### src/rtl/crs_pkg.sv
// crs_pkg: constants shared by the cpu register set
// assumes: one clock at 100 MHz, async active-low reset
package crs_pkg;
  // ************************************************
  // widths and counts
  // ************************************************
  localparam int unsigned DATA_W   = 32;             // register width
  localparam int unsigned NUM_GPR  = 16;             // general registers
  localparam int unsigned IDX_W    = 4;              // register index width
  localparam int unsigned SP_INDEX = 0;              // stack pointer slot
  // ************************************************
  // status word field positions
  // ************************************************
  localparam int unsigned PSW_C    = 0;              // carry
  localparam int unsigned PSW_Z    = 1;              // zero
  localparam int unsigned PSW_S    = 2;              // sign
  localparam int unsigned PSW_O    = 3;              // overflow
  localparam int unsigned PSW_I    = 16;             // interrupt enable
  localparam int unsigned PSW_U    = 17;             // stack select
  localparam int unsigned PSW_PM   = 20;             // privilege mode
  localparam int unsigned PSW_IPL  = 24;             // priority mask low bit
  localparam int unsigned IPL_W    = 4;              // priority mask width
  localparam int unsigned FLOAT_STATUS_WORD_OV  = 2;              // float overflow flag
  localparam int unsigned FLOAT_STATUS_WORD_OVE = 10;             // float overflow trap enable
  // ************************************************
  // values after reset
  // ************************************************
  localparam logic [31:0] PSW_RESET  = 32'h0000_0000;
  localparam logic [31:0] WORD_RESET = 32'h0000_0000;
  localparam logic [31:0] FLOAT_STATUS_WORD_RESET = 32'h0000_0100;
  // control register selectors
  typedef enum logic [2:0] {
    CRS_CR_PSW  = 3'b000,
    CRS_CR_USP  = 3'b001,
    CRS_CR_ISP  = 3'b010,
    CRS_CR_VTB  = 3'b011,
    CRS_CR_FLOAT_STATUS_WORD = 3'b100,
    CRS_CR_FVA  = 3'b101,
    CRS_CR_FSPC = 3'b110,
    CRS_CR_FSST = 3'b111
  } crs_ctrl_sel_t;
endpackage

### src/rtl/crs_gpr_if.sv
// crs_gpr_if: write/read carrier between the top and the register array
// assumes: driven by crs_register_set on clk_sys
`timescale 1ns/1ns
interface crs_gpr_if;
  logic        wrEn;     // write strobe
  logic [3:0]  wrIdx;    // write index
  logic [31:0] wrData;   // write data
  logic [3:0]  rdIdx;    // read index
  logic [31:0] rdData;   // registered read data
  logic [31:0] spValue;  // live slot zero, for stack use
  modport owner (output wrEn, wrIdx, wrData, rdIdx, input rdData, spValue);
  modport array (input wrEn, wrIdx, wrData, rdIdx, output rdData, spValue);
endinterface

### src/rtl/crs_gpr_array.sv
// crs_gpr_array: sixteen 32-bit general registers, registered read port
// assumes: write and read indexes come from the same clock domain
`timescale 1ns/1ns
module crs_gpr_array (
  // clock and reset
  input  wire logic clk_sys,
  input  wire logic arst_n,
  // carrier
  crs_gpr_if.array  gpr
);
  // ************************************************
  // storage
  // ************************************************
  logic [31:0] regs_reg  [crs_pkg::NUM_GPR];  // register contents
  logic [31:0] regs_next [crs_pkg::NUM_GPR];  // next contents
  logic [31:0] rd_reg;                        // read data register
  logic [31:0] rd_next;                       // next read data

  // write decode and read select; write-through keeps reads current
  always_comb begin
    for (int i = 0; i < crs_pkg::NUM_GPR; i++) begin
      regs_next[i] = regs_reg[i];
    end
    if (gpr.wrEn) begin
      regs_next[gpr.wrIdx] = gpr.wrData;
    end
    rd_next = regs_next[gpr.rdIdx];
  end

  // register only
  always_ff @(posedge clk_sys or negedge arst_n) begin
    if (!arst_n) begin
      for (int i = 0; i < crs_pkg::NUM_GPR; i++) begin
        regs_reg[i] <= crs_pkg::WORD_RESET;
      end
      rd_reg <= crs_pkg::WORD_RESET;
    end else begin
      regs_reg <= regs_next;
      rd_reg   <= rd_next;
    end
  end

  assign gpr.rdData  = rd_reg;
  assign gpr.spValue = regs_reg[crs_pkg::SP_INDEX];
endmodule

### src/rtl/crs_register_set.sv
// crs_register_set: cpu register set, status word and interrupt gating
// assumes: datapath and interrupt controller on clk_sys, no outside pins
//
// Function
// - sixteen 32-bit general registers, read and write
// - register zero is the active stack pointer
// - two stack pointers, status bit selects one
// - vector table base register for ordinary vectors
// - fast interrupt saves pc and status
// - single saved context, nesting overwrites it
// - fast interrupt branches to fast vector address
// - float overflow sets float status flag
// - float overflow optionally raises exception
// - carry, zero, sign, overflow flags from arithmetic
// - carry reads one when carry occurred
// - four-bit priority mask, zero to fifteen
// - accept only priority above mask
// - interrupt enable bit gates acceptance
// - enable resets zero, clears on exception
// - stack select clears on exception
// - privilege mode clears on exception
`timescale 1ns/1ns
module crs_register_set (
  // clock and reset
  input  wire logic        clk_sys,
  input  wire logic        arst_n,
  // general register port
  input  wire logic        gprWrEn,
  input  wire logic [3:0]  gprWrIdx,
  input  wire logic [31:0] gprWrData,
  input  wire logic [3:0]  gprRdIdx,
  output logic      [31:0] gprRdData,
  // stack pointer update
  input  wire logic        spWrEn,
  input  wire logic [31:0] spWrData,
  output logic      [31:0] stackPointer,
  // control register access
  input  wire logic        ctrlWrEn,
  input  wire logic [2:0]  ctrlSel,
  input  wire logic [31:0] ctrlWrData,
  output logic      [31:0] ctrlRdData,
  // arithmetic flags
  input  wire logic        flagWrEn,
  input  wire logic [3:0]  flagIn,
  // float unit
  input  wire logic        floatOverflow,
  output logic             floatException,
  // interrupt controller
  input  wire logic        irqReq,
  input  wire logic [3:0]  irqLevel,
  input  wire logic        irqFast,
  output logic             irqAccept,
  output logic             irqAcceptFast,
  // exception entry and fast return
  input  wire logic        excAccept,
  input  wire logic [31:0] curPc,
  input  wire logic        fastReturn,
  output logic             pcLoadEn,
  output logic      [31:0] pcLoadValue,
  // status view
  output logic      [31:0] processorStatusWord,
  output logic      [31:0] vectorTableBase
);
  // ************************************************
  // control state
  // ************************************************
  logic [31:0] pswReg,  pswNext;   // processor_status_word
  logic [31:0] uspReg,  uspNext;   // user_stack_pointer (shadow)
  logic [31:0] ispReg,  ispNext;   // interrupt_stack_pointer (shadow)
  logic [31:0] vtbReg,  vtbNext;   // vector_table_base
  logic [31:0] fpswReg, fpswNext;  // float_status_word
  logic [31:0] fvaReg,  fvaNext;   // fast_vector_address
  logic [31:0] fspcReg, fspcNext;  // fast_saved_pc
  logic [31:0] fsstReg, fsstNext;  // fast_saved_status
  logic        accReg,  accNext;   // irq accepted pulse
  logic        accFReg, accFNext;  // fast irq accepted pulse
  logic        fexReg,  fexNext;   // float exception pulse
  logic        pcLdReg, pcLdNext;  // pc load pulse
  logic [31:0] pcValReg, pcValNext;// pc load value
  logic [31:0] rdReg,   rdNext;    // control read data
  logic        takeIrq;            // interrupt accepted this cycle
  logic        entry;              // any exception entry
  logic        selUser;            // current stack select
  logic        swapSp;             // select bit changes
  logic [31:0] pswAfter;           // status after software and flags
  logic [31:0] spOut;              // pointer leaving slot zero on a swap
  logic        liveWr;             // control write aimed at the active pointer

  // ************************************************
  // general registers, slot zero is the live stack pointer
  // ************************************************
  crs_gpr_if gpr ();

  crs_gpr_array u_array (
    .clk_sys (clk_sys),
    .arst_n  (arst_n),
    .gpr     (gpr)
  );

  // ************************************************
  // interrupt gating
  // ************************************************
  // strict compare: equal level is held off by the mask
  always_comb begin
    takeIrq = irqReq && pswReg[crs_pkg::PSW_I]
              && (irqLevel > pswReg[crs_pkg::PSW_IPL +: crs_pkg::IPL_W]);
    entry   = takeIrq || excAccept;
  end

  // ************************************************
  // status word and control registers
  // ************************************************
  // priority: entry over flag update over software write
  always_comb begin
    selUser  = pswReg[crs_pkg::PSW_U]; // stack select before this edge
    pswAfter = pswReg;
    uspNext  = uspReg;
    ispNext  = ispReg;
    vtbNext  = vtbReg;
    fpswNext = fpswReg;
    fvaNext  = fvaReg;
    fspcNext = fspcReg;
    fsstNext = fsstReg;
    if (ctrlWrEn) begin
      case (crs_pkg::crs_ctrl_sel_t'(ctrlSel))
        crs_pkg::CRS_CR_PSW:  pswAfter = ctrlWrData;
        crs_pkg::CRS_CR_USP:  uspNext  = ctrlWrData;
        crs_pkg::CRS_CR_ISP:  ispNext  = ctrlWrData;
        crs_pkg::CRS_CR_VTB:  vtbNext  = ctrlWrData;
        crs_pkg::CRS_CR_FLOAT_STATUS_WORD: fpswNext = ctrlWrData;
        crs_pkg::CRS_CR_FVA:  fvaNext  = ctrlWrData;
        crs_pkg::CRS_CR_FSPC: fspcNext = ctrlWrData;
        crs_pkg::CRS_CR_FSST: fsstNext = ctrlWrData;
        default:              pswAfter = pswReg;
      endcase
    end
    if (flagWrEn) begin
      pswAfter[crs_pkg::PSW_O:crs_pkg::PSW_C] = flagIn;
    end
    // overflow sets the flag even against a software clear
    if (floatOverflow) begin
      fpswNext[crs_pkg::FLOAT_STATUS_WORD_OV] = 1'b1;
    end
    pswNext = pswAfter;
    if (fastReturn) begin
      pswNext = fsstReg;
    end
    if (entry) begin
      pswNext[crs_pkg::PSW_I]  = 1'b0;
      pswNext[crs_pkg::PSW_U]  = 1'b0;
      pswNext[crs_pkg::PSW_PM] = 1'b0;
    end
    // one context only: a nested fast entry overwrites it
    if (takeIrq && irqFast) begin
      fspcNext = curPc;
      fsstNext = pswReg;
    end
    rdNext = pswReg;
    case (crs_pkg::crs_ctrl_sel_t'(ctrlSel))
      crs_pkg::CRS_CR_PSW:  rdNext = pswReg;
      crs_pkg::CRS_CR_USP:  rdNext = selUser ? gpr.spValue : uspReg;
      crs_pkg::CRS_CR_ISP:  rdNext = selUser ? ispReg : gpr.spValue;
      crs_pkg::CRS_CR_VTB:  rdNext = vtbReg;
      crs_pkg::CRS_CR_FLOAT_STATUS_WORD: rdNext = fpswReg;
      crs_pkg::CRS_CR_FVA:  rdNext = fvaReg;
      crs_pkg::CRS_CR_FSPC: rdNext = fspcReg;
      crs_pkg::CRS_CR_FSST: rdNext = fsstReg;
      default:              rdNext = pswReg;
    endcase
    // stack pointer banking, same process so each next value has one writer:
    // the idle pointer lives in its shadow, slot zero holds the active one,
    // so a control write to the active pointer must land in slot zero
    swapSp = pswNext[crs_pkg::PSW_U] != selUser;
    liveWr = ctrlWrEn && (selUser ? (ctrlSel == crs_pkg::CRS_CR_USP)
                                  : (ctrlSel == crs_pkg::CRS_CR_ISP));
    gpr.wrEn   = gprWrEn || spWrEn || liveWr || swapSp;
    gpr.wrIdx  = gprWrIdx;
    gpr.wrData = gprWrData;
    gpr.rdIdx  = gprRdIdx;
    if (liveWr) begin
      gpr.wrIdx  = 4'h0;
      gpr.wrData = ctrlWrData;
    end
    if (spWrEn) begin
      gpr.wrIdx  = 4'h0;
      gpr.wrData = spWrData;
    end
    // outgoing pointer keeps a write that lands in slot zero this cycle
    spOut = ((gprWrEn || spWrEn || liveWr) && gpr.wrIdx == 4'h0) ? gpr.wrData
                                                                  : gpr.spValue;
    if (swapSp) begin
      gpr.wrIdx  = 4'h0;
      gpr.wrData = pswNext[crs_pkg::PSW_U] ? uspNext : ispNext;
      if (selUser) begin
        uspNext = spOut;
      end else begin
        ispNext = spOut;
      end
    end
  end

  // ************************************************
  // event outputs
  // ************************************************
  always_comb begin
    accNext   = takeIrq;
    accFNext  = takeIrq && irqFast;
    fexNext   = floatOverflow && fpswReg[crs_pkg::FLOAT_STATUS_WORD_OVE];
    pcLdNext  = (takeIrq && irqFast) || fastReturn;
    pcValNext = fastReturn ? fspcReg : fvaReg;
    if (takeIrq && irqFast) begin
      pcValNext = fvaReg;
    end
  end

  // register only
  always_ff @(posedge clk_sys or negedge arst_n) begin
    if (!arst_n) begin
      pswReg   <= crs_pkg::PSW_RESET;
      uspReg   <= crs_pkg::WORD_RESET;
      ispReg   <= crs_pkg::WORD_RESET;
      vtbReg   <= crs_pkg::WORD_RESET;
      fpswReg  <= crs_pkg::FLOAT_STATUS_WORD_RESET;
      fvaReg   <= crs_pkg::WORD_RESET;
      fspcReg  <= crs_pkg::WORD_RESET;
      fsstReg  <= crs_pkg::WORD_RESET;
      accReg   <= 1'b0;
      accFReg  <= 1'b0;
      fexReg   <= 1'b0;
      pcLdReg  <= 1'b0;
      pcValReg <= crs_pkg::WORD_RESET;
      rdReg    <= crs_pkg::WORD_RESET;
    end else begin
      pswReg   <= pswNext;
      uspReg   <= uspNext;
      ispReg   <= ispNext;
      vtbReg   <= vtbNext;
      fpswReg  <= fpswNext;
      fvaReg   <= fvaNext;
      fspcReg  <= fspcNext;
      fsstReg  <= fsstNext;
      accReg   <= accNext;
      accFReg  <= accFNext;
      fexReg   <= fexNext;
      pcLdReg  <= pcLdNext;
      pcValReg <= pcValNext;
      rdReg    <= rdNext;
    end
  end

  // ************************************************
  // checks
  // ************************************************
  irq_gate_a: assert property (@(posedge clk_sys) disable iff (!arst_n)
    irqAccept |-> $past(irqLevel) > $past(pswReg[27:24]) && $past(pswReg[16]))
    else $error("irq accepted at or below mask");
  entry_clr_a: assert property (@(posedge clk_sys) disable iff (!arst_n)
    excAccept |=> !pswReg[16] && !pswReg[17] && !pswReg[20])
    else $error("entry left status bits set");
  fast_save_a: assert property (@(posedge clk_sys) disable iff (!arst_n)
    (takeIrq && irqFast) |=> fspcReg == $past(curPc) && fsstReg == $past(pswReg))
    else $error("fast context not saved");
  fast_vec_a: assert property (@(posedge clk_sys) disable iff (!arst_n)
    (takeIrq && irqFast) |=> pcLoadEn && pcLoadValue == $past(fvaReg))
    else $error("fast vector not loaded");
  fast_ret_a: assert property (@(posedge clk_sys) disable iff (!arst_n)
    (fastReturn && !entry) |=> pswReg == $past(fsstReg) && pcLoadValue == $past(fspcReg))
    else $error("fast return not restored");
  float_ov_a: assert property (@(posedge clk_sys) disable iff (!arst_n)
    floatOverflow |=> fpswReg[2])
    else $error("float overflow not flagged");
  float_exc_a: assert property (@(posedge clk_sys) disable iff (!arst_n)
    floatException == $past(floatOverflow && fpswReg[10]))
    else $error("float exception mismatch");
  flag_upd_a: assert property (@(posedge clk_sys) disable iff (!arst_n)
    (flagWrEn && !entry && !fastReturn) |=> pswReg[3:0] == $past(flagIn))
    else $error("flags not updated");

  // outputs straight from flops
  assign gprRdData           = gpr.rdData;
  assign stackPointer        = gpr.spValue;
  assign ctrlRdData          = rdReg;
  assign floatException      = fexReg;
  assign irqAccept           = accReg;
  assign irqAcceptFast       = accFReg;
  assign pcLoadEn            = pcLdReg;
  assign pcLoadValue         = pcValReg;
  assign processorStatusWord = pswReg;
  assign vectorTableBase     = vtbReg;
endmodule

### config.mk
export PLATFORM = sky130hd
export DESIGN_NAME = crs_register_set
export DESIGN_NICKNAME = d
export VERILOG_FILES = /design/src/rtl/crs_pkg.sv /design/src/rtl/crs_gpr_if.sv /design/src/rtl/crs_gpr_array.sv /design/src/rtl/crs_register_set.sv
export SDC_FILE = /design/constraint.sdc
export NUM_CORES = 2
export LEC_CHECK = 0
export BUFFER_PORTS_ARGS = -buffer_cell sky130_fd_sc_hd__buf_2
export CELL_PAD_IN_SITES_DETAIL_PLACEMENT = 1
export CELL_PAD_IN_SITES_GLOBAL_PLACEMENT = 1
export CORE_UTILIZATION = 48
export CTS_CLUSTER_DIAMETER = 80
export CTS_CLUSTER_SIZE = 40
export DETAILED_ROUTE_END_ITERATION = 16
export GPL_ROUTABILITY_DRIVEN = 0
export PLACE_DENSITY_LB_ADDON = 0.1
export SLEW_MARGIN = 25
export SYNTH_ARGS = -nofsm -noshare
export SYNTH_HDL_FRONTEND = slang
export SYNTH_SLANG_ARGS = --single-unit
export TNS_END_PERCENT = 1
### constraint.sdc
create_clock -name clk_sys -period 4.1 [get_ports clk_sys]
set_input_delay 0.205 -clock clk_sys [delete_from_list [all_inputs] [get_ports clk_sys]]
set_output_delay 0.205 -clock clk_sys [all_outputs]
set_load 0.03 [all_outputs]
### Word level (Yosys, flattened, before mapping)

Index checks and enable logic that the tools add are counted.

| storage, ports and cells | value |
|---|---|
| output and inout port bits | 196 |
| register bits after elaboration | 868 |
| bits of input ports | 158 |

| cells by class | value |
|---|---|
| bitwise logic cells | 2 |
| reduce and logical (&&, ||, !) cells | 34 |
| $lt $le $gt $ge | 4 |
| mux-type cells | 44 |
| eq/ne operators | 8 |

Operator list:

| operator | count |
|---|---|
| $mux 32 | 29 |
| $bwmux 512 | 1 |
| $mux 512 | 1 |
| $pmux 32 s8 | 1 |
| $bmux 32 s4 | 1 |
| $demux 32 s4 | 1 |
| $reduce_and 2->1 | 9 |
| $mux 4 | 4 |
| $reduce_bool 2->1 | 7 |
| $eq 3x3->1 const B | 4 |
| $reduce_bool 3->1 | 4 |
| $ge 5x5->1 const B | 2 |
| $not 4->5 | 2 |
| $logic_and 1x1->1 | 7 |
| $eq 3x2->1 const B | 2 |
| $mux 3 | 2 |
| $logic_or 1x1->1 | 5 |
| $lt 5x1->1 const B | 1 |
| $gt 4x4->1 | 1 |
| $logic_not 4->1 | 1 |
| $eq 3x1->1 const B | 1 |
| $logic_not 3->1 | 1 |
| $mux 1 | 3 |
| $mux 2 | 1 |
| $ne 1x1->1 | 1 |

### Depth between registers and ports, before layout

| logic depth | value |
|---|---|
| depth in word-level cells | 18 |
| gate-level depth with buffers | 16 |
| depth with buffers taken out | 12 |

### By module

From an unflattened synthesis, not the netlist that was laid out.

| second synthesis, totals | value |
|---|---|
| cells, all modules | 3,971 |
| area total of the unflattened synthesis | 43,885.8 µm² |

Modules (own cells, without submodules):

| module | instances | area each (µm²) | cells an instance |
|---|---|---|---|
| crs_gpr_array | 1 | 25,662.1 | 2,252 |
| crs_register_set | 1 | 18,223.7 | 1,719 |

### Least setup slack after synthesis

No wires, ideal clock.

| timing path | value |
|---|---|
| path type | register to register |
| start | reg pswReg[26], in the netlist processorStatusWord[26] |
| end | reg u_array.rd_reg[10], in the netlist u_array.gpr.rdData[10] |
| library setup time | 0.128 ns |
| slack | 0.618 ns |
| path buffers | 3 |
| required time | 3.972 ns |
| stages on the path, launching flop included | 15 |
| data arrival time | 3.353 ns |
| path through | dfrtp_1 > inv_1 > ha_1 > a21o_1 > a2111oi_4 > o211ai_4 > xnor2_2 > buf_2 > buf_4 > nor2_1 > buf_2 > mux2_2 > o21a_1 > o2111ai_1 > o22ai_1 |

RTL lines:

| element | RTL line | source |
|---|---|---|
| start: declaration | crs_register_set.sv:67 | `logic [31:0] pswReg, pswNext;` |
| start signal: assignment | crs_register_set.sv:219 | `pswReg <= crs_pkg::PSW_RESET;` |
| start signal: assignment | crs_register_set.sv:234 | `pswReg <= pswNext;` |
| end signal: assignment | crs_gpr_array.sv:36 | `rd_reg <= crs_pkg::WORD_RESET;` |
| end signal: assignment | crs_gpr_array.sv:39 | `rd_reg <= rd_next;` |
| end: declaration | crs_gpr_array.sv:16 | `logic [31:0] rd_reg;` |

### Worst setup path after layout

| timing path | value |
|---|---|
| start | reg pswReg[27], in the netlist processorStatusWord[27] |
| end | reg u_array.rd_reg[31], in the netlist u_array.gpr.rdData[31] |

| between the ends | value |
|---|---|
| longest elaborated chain between the ends | 16 |

Ends and longest elaborated chain:

| element | RTL line | source |
|---|---|---|
| $gt 4x4->1 * | crs_register_set.sv:106 | `&& (irqLevel > pswReg[crs_pkg::PSW_IPL +: crs_pkg::IPL_W]);` |
| $logic_and 1x1->1 * | crs_register_set.sv:106 |  |
| $logic_or 1x1->1 * | crs_register_set.sv:107 | `entry = takeIrq \|\| excAccept;` |
| $mux 2 * | crs_register_set.sv:148 | `if (entry) begin` |
| $ne 1x1->1 | crs_register_set.sv:173 | `swapSp = pswNext[crs_pkg::PSW_U] != selUser;` |
| $mux 4 | crs_register_set.sv:191 | `if (swapSp) begin` |
| $not 4->5 (implied by the code) | crs_gpr_array.sv:25 | `regs_next[gpr.wrIdx] = gpr.wrData;` |
| $ge 5x5->1 (implied by the code) or $lt 5x1->1 (tied branches) | crs_gpr_array.sv:25 |  |
| $logic_and 1x1->1 (implied by the code) | crs_gpr_array.sv:25 |  |
| $mux 32 (implied by the code) | crs_gpr_array.sv:25 |  |
| $demux 32 s4 | crs_gpr_array.sv:25 |  |
| $bwmux 512 | crs_gpr_array.sv:25 |  |
| $mux 512 * | crs_gpr_array.sv:24 | `if (gpr.wrEn) begin` |
| $bmux 32 s4 * | crs_gpr_array.sv:27 | `rd_next = regs_next[gpr.rdIdx];` |
| $mux 32 (implied by the code) * (2 in series) | crs_gpr_array.sv:27 |  |
| via u_array.rd_next[31] | crs_gpr_array.sv:17 | `logic [31:0] rd_next;` |

The timed path passes the listed nets; every way through them passes the cells marked *. The select of a mux whose other input is x is not followed.
A chain may end at the register's enable or synchronous reset.

==> flow_metrics.tcl <==
set metrics [dict create \
    status "completed" \
    ios 354 \
    largest_register_ffs 480 \
    post_synth_instance_area_um2 44080 \
    track_usage 0.3452 \
    skew_pair_late_insertion_delay_ns 0.68 \
    synth.avg_cell_area_um2 9.982 \
    count_of_flip_flops_with_a_built_in_enable_after_synthesis 0 \
    timing.setup.critical_path_class "reg2reg" \
    grt.overflow.total 0 \
    final_net_count 4796 \
    critPathCaptureType "flop" \
    maxSlewViolCount 0 \
    drt-total-wl_um 161800 \
    post-layout-total-power_mw 31.35 \
    yosysSeqAreaShare 0.4928 \
    met1_usage 0.5009 \
    post_route_cells_drive_above_1_share 0.2064 \
    fp.coreArea_um2 90420 \
    route.antenna.remaining_nets 0 \
    fin_crit_ns 4.076 \
    vdd.ir_drop.worst_v 0.0003065 \
    floorplan.die.height_um 305.0 \
    cts_tree "done" \
    async_flop_share 1.000 \
    cts_root_buf "clkbuf_16" \
    yosysUniqueCellTypes 90 \
    cts-buffers-inserted 46 \
    groute.layer.met3.usage 0.04854 \
    worstPathRequired_ns 4.72 \
    synth-warning-count 0 \
    die_w_um 305.0 \
    detailedRoute.firstPassIterationCount 6 \
    worst_hold_path_type "in2reg" \
    post_cts_buffers 0 \
    cts_max_level 2 \
    design.die.area_um2 93050 \
    grt.met2_usage 0.5292 \
    initial_core_util 0.4875 \
    routedWlPerCell_um 27.66 \
    num_vias 37600 \
    synthesis.nets 4578 \
    cts.path.max_buffers 3 \
    cts.reportedPaths.clkPinSlew_ns 0.13 \
    fill_cells 9869 \
    finalSetupViolCount 0 \
    timing.fmax_mhz 245.3 \
    worst_slew_margin_relative_to_its_limit 0.2974 \
    grt_antenna_before_repair 6 \
    critical_path_arrival_ns 4.70 \
    timing_worst_slew_pin_value_ns 1.054 \
    finClkSkew_ns 0.06094 \
    timing.final.crit_share 0.9941 \
    clkSinkCount 868 \
    route.detailed.drc 0 \
    grt_pass1_wl_um 247700 \
    max-cap-violations 0 \
    yosys_register_bits 868 \
    hpwl_um 110300 \
    power_density_nw_per_um2 626.0 \
    setup_repair_after_global_routing_missed_its_margin "yes" \
    layout-area-overhead-vs-synth_pct 13.62 \
    post_dp_area_um2 47210 \
    p_leak_nw 22.61 \
    number_of_placement_rows 110 \
    via_count_of_the_first_global_routing_pass 38480 \
    port-buffer-count 353 \
    avgViaCountPerCell 6.428 \
    grt_max_degree 118 \
    number_of_drc_markers_after_the_initial_detailed_route_iteration 3638 \
    startpoint_type "flop" \
    finish.instance_area_um2 50080 \
    hold_ws_ns 0.03451 \
    hold_viol 0 \
    cp_max_fo 34 \
    synth_cells 4416 \
    synth_flop_cell "dfrtp_1" \
    gr-max-usage-layer "met2" \
]
worst max-delay path, cell delays in order (launching register included):
cell and delay (ns):
dfrtp_1 0.37, inv_1 0.05, ha_1 0.34, nand4_1 0.15, a31oi_1 0.19, o211ai_4 0.46, buf_4 0.43, mux2_2 0.40
a21oi_1 0.47, mux2i_1 0.20, mux4_2 0.49, a221oi_1 0.32, a31o_1 0.15
layout make-up:
type                            instances  area (um^2)  area share
Antenna cell                            2        5.005  0.00009993
Clock buffer                           52         1247     0.02491
Tap cell                             1176         1471     0.02938
Clock inverter                         33        550.5     0.01099
Sequential cell                       868        21730      0.4338
Inverter                               69        261.5    0.005221
Timing Repair Buffer                  631         4542     0.09068
Multi-Input combinational cell       3018        20280      0.4049
per-layer routing:
metal | vias to the layer above | part of all wire
met5 | - | 0.00032
met4 | 8 | 0.035
met3 | 284 | 0.062
met2 | 1344 | 0.45
met1 | 19430 | 0.45
li1 | 16530 | -
final timing paths:
| kind | from | endpoint | slack [ns] | depth (start not counted) |
|---|---|---|---|---|
| setup / recovery | processorStatusWord[27] | u_array.gpr.rdData[31] | 0.02 | 12 |
| hold / removal | ctrlWrData[24] | processorStatusWord[24] | 0.03 | 3 |
| setup reg to reg | processorStatusWord[27] | u_array.gpr.rdData[31] | 0.02 | 12 |
| hold reg to reg | u_array.regs_reg[289] | u_array.regs_reg[289] | 0.48 | 2 |
| max in group asynchronous | arst_n | u_array.regs_reg[11] | 2.80 | 3 |
| min in group asynchronous | arst_n | pcLoadValue[23] | 0.15 | 2 |
per-stage QoR:
stage / setup TNS, ns / setup WS, ns / util / cells
4_1_cts: 0 / 0.06351 / 0.5524 / 5847
6_report: 0 / 0.02399 / 0.5539 / 5849
3_3_place_gp: 0 / 0.1714 / 0.5219 / 5667
3_5_place_dp: 0 / 0.03872 / 0.5221 / 5668
2_1_floorplan: 0 / 0.6184 / - / 4416
5_1_grt: -0.1951 / -0.08501 / 0.5539 / 5848
cell usage in the layout (no fill, tap or decap), types with 19 or more instances in the layout:
cell type / count
o2111ai_1: 65
and2_1: 33
nor2b_1: 36
o21ai_1: 33
a21o_1: 66
o211a_1: 29
o22ai_1: 68
buf_2: 350
nor3_1: 84
mux2_2: 186
a21oi_1: 190
a22oi_1: 59
a211oi_1: 65
nor2_1: 96
o211ai_1: 145
buf_12: 34
a221oi_1: 26
or2_2: 45
dlygate4sd3_1: 93
o21ai_0: 561
nand2_1: 508
buf_4: 149
clkbuf_16: 49
o21a_1: 19
mux2i_1: 258
nand2b_1: 45
inv_1: 63
dfrtp_1: 866
nand3_1: 63
a31oi_1: 41
cell families after synthesis:
| group | after synthesis | share of synthesized area |
|---|---|---|
| AO/OA/AOI/OAI | 1536 | 0.2334 |
| XOR/XNOR | 2 | 0.0009937 |
| adder cells (fa/ha/maj) | 4 | 0.001135 |
| buffers and inverters | 531 | 0.05282 |
| flip-flops | 868 | 0.4928 |
| multiplexers | 452 | 0.1099 |
| AND/OR/NAND/NOR | 1023 | 0.1089 |
cells in the mapped netlist, types with 46 or more instances:
| library cell | instances | area share |
|---|---|---|
| nor3_1 | 88 | 0.010 |
| nand2_1 | 514 | 0.044 |
| a22oi_1 | 59 | 0.010 |
| dfrtp_1 | 867 | 0.49 |
| buf_2 | 97 | 0.011 |
| mux2_2 | 186 | 0.048 |
| a21oi_1 | 190 | 0.022 |
| o211ai_1 | 145 | 0.025 |
| inv_1 | 63 | 0.0054 |
| nor2_1 | 100 | 0.0085 |
| nand2b_1 | 48 | 0.0068 |
| a21o_1 | 66 | 0.011 |
| o22ai_1 | 68 | 0.0097 |
| o21ai_0 | 561 | 0.064 |
| o2111ai_1 | 67 | 0.013 |
| a211oi_1 | 65 | 0.011 |
| clkbuf_1 | 270 | 0.023 |
| buf_1 | 46 | 0.0039 |
| mux2i_1 | 258 | 0.059 |
| nand3_1 | 66 | 0.0075 |
timing repair:
item	CTS	global route
pin swaps	1	2
hold endpoints to repair	224	0
setup endpoints to repair	2	25
hold buffers	93	0
gates resized for setup	0	13
cloned	1	0
power by group:
| group | internal, mW | switching (mW) |
|---|---|---|
| sequential | 11.6 | 1.80 |
| clock | 2.58 | 3.49 |
| combinational | 4.05 | 7.83 |
Power figures use the tool's default switching activity.
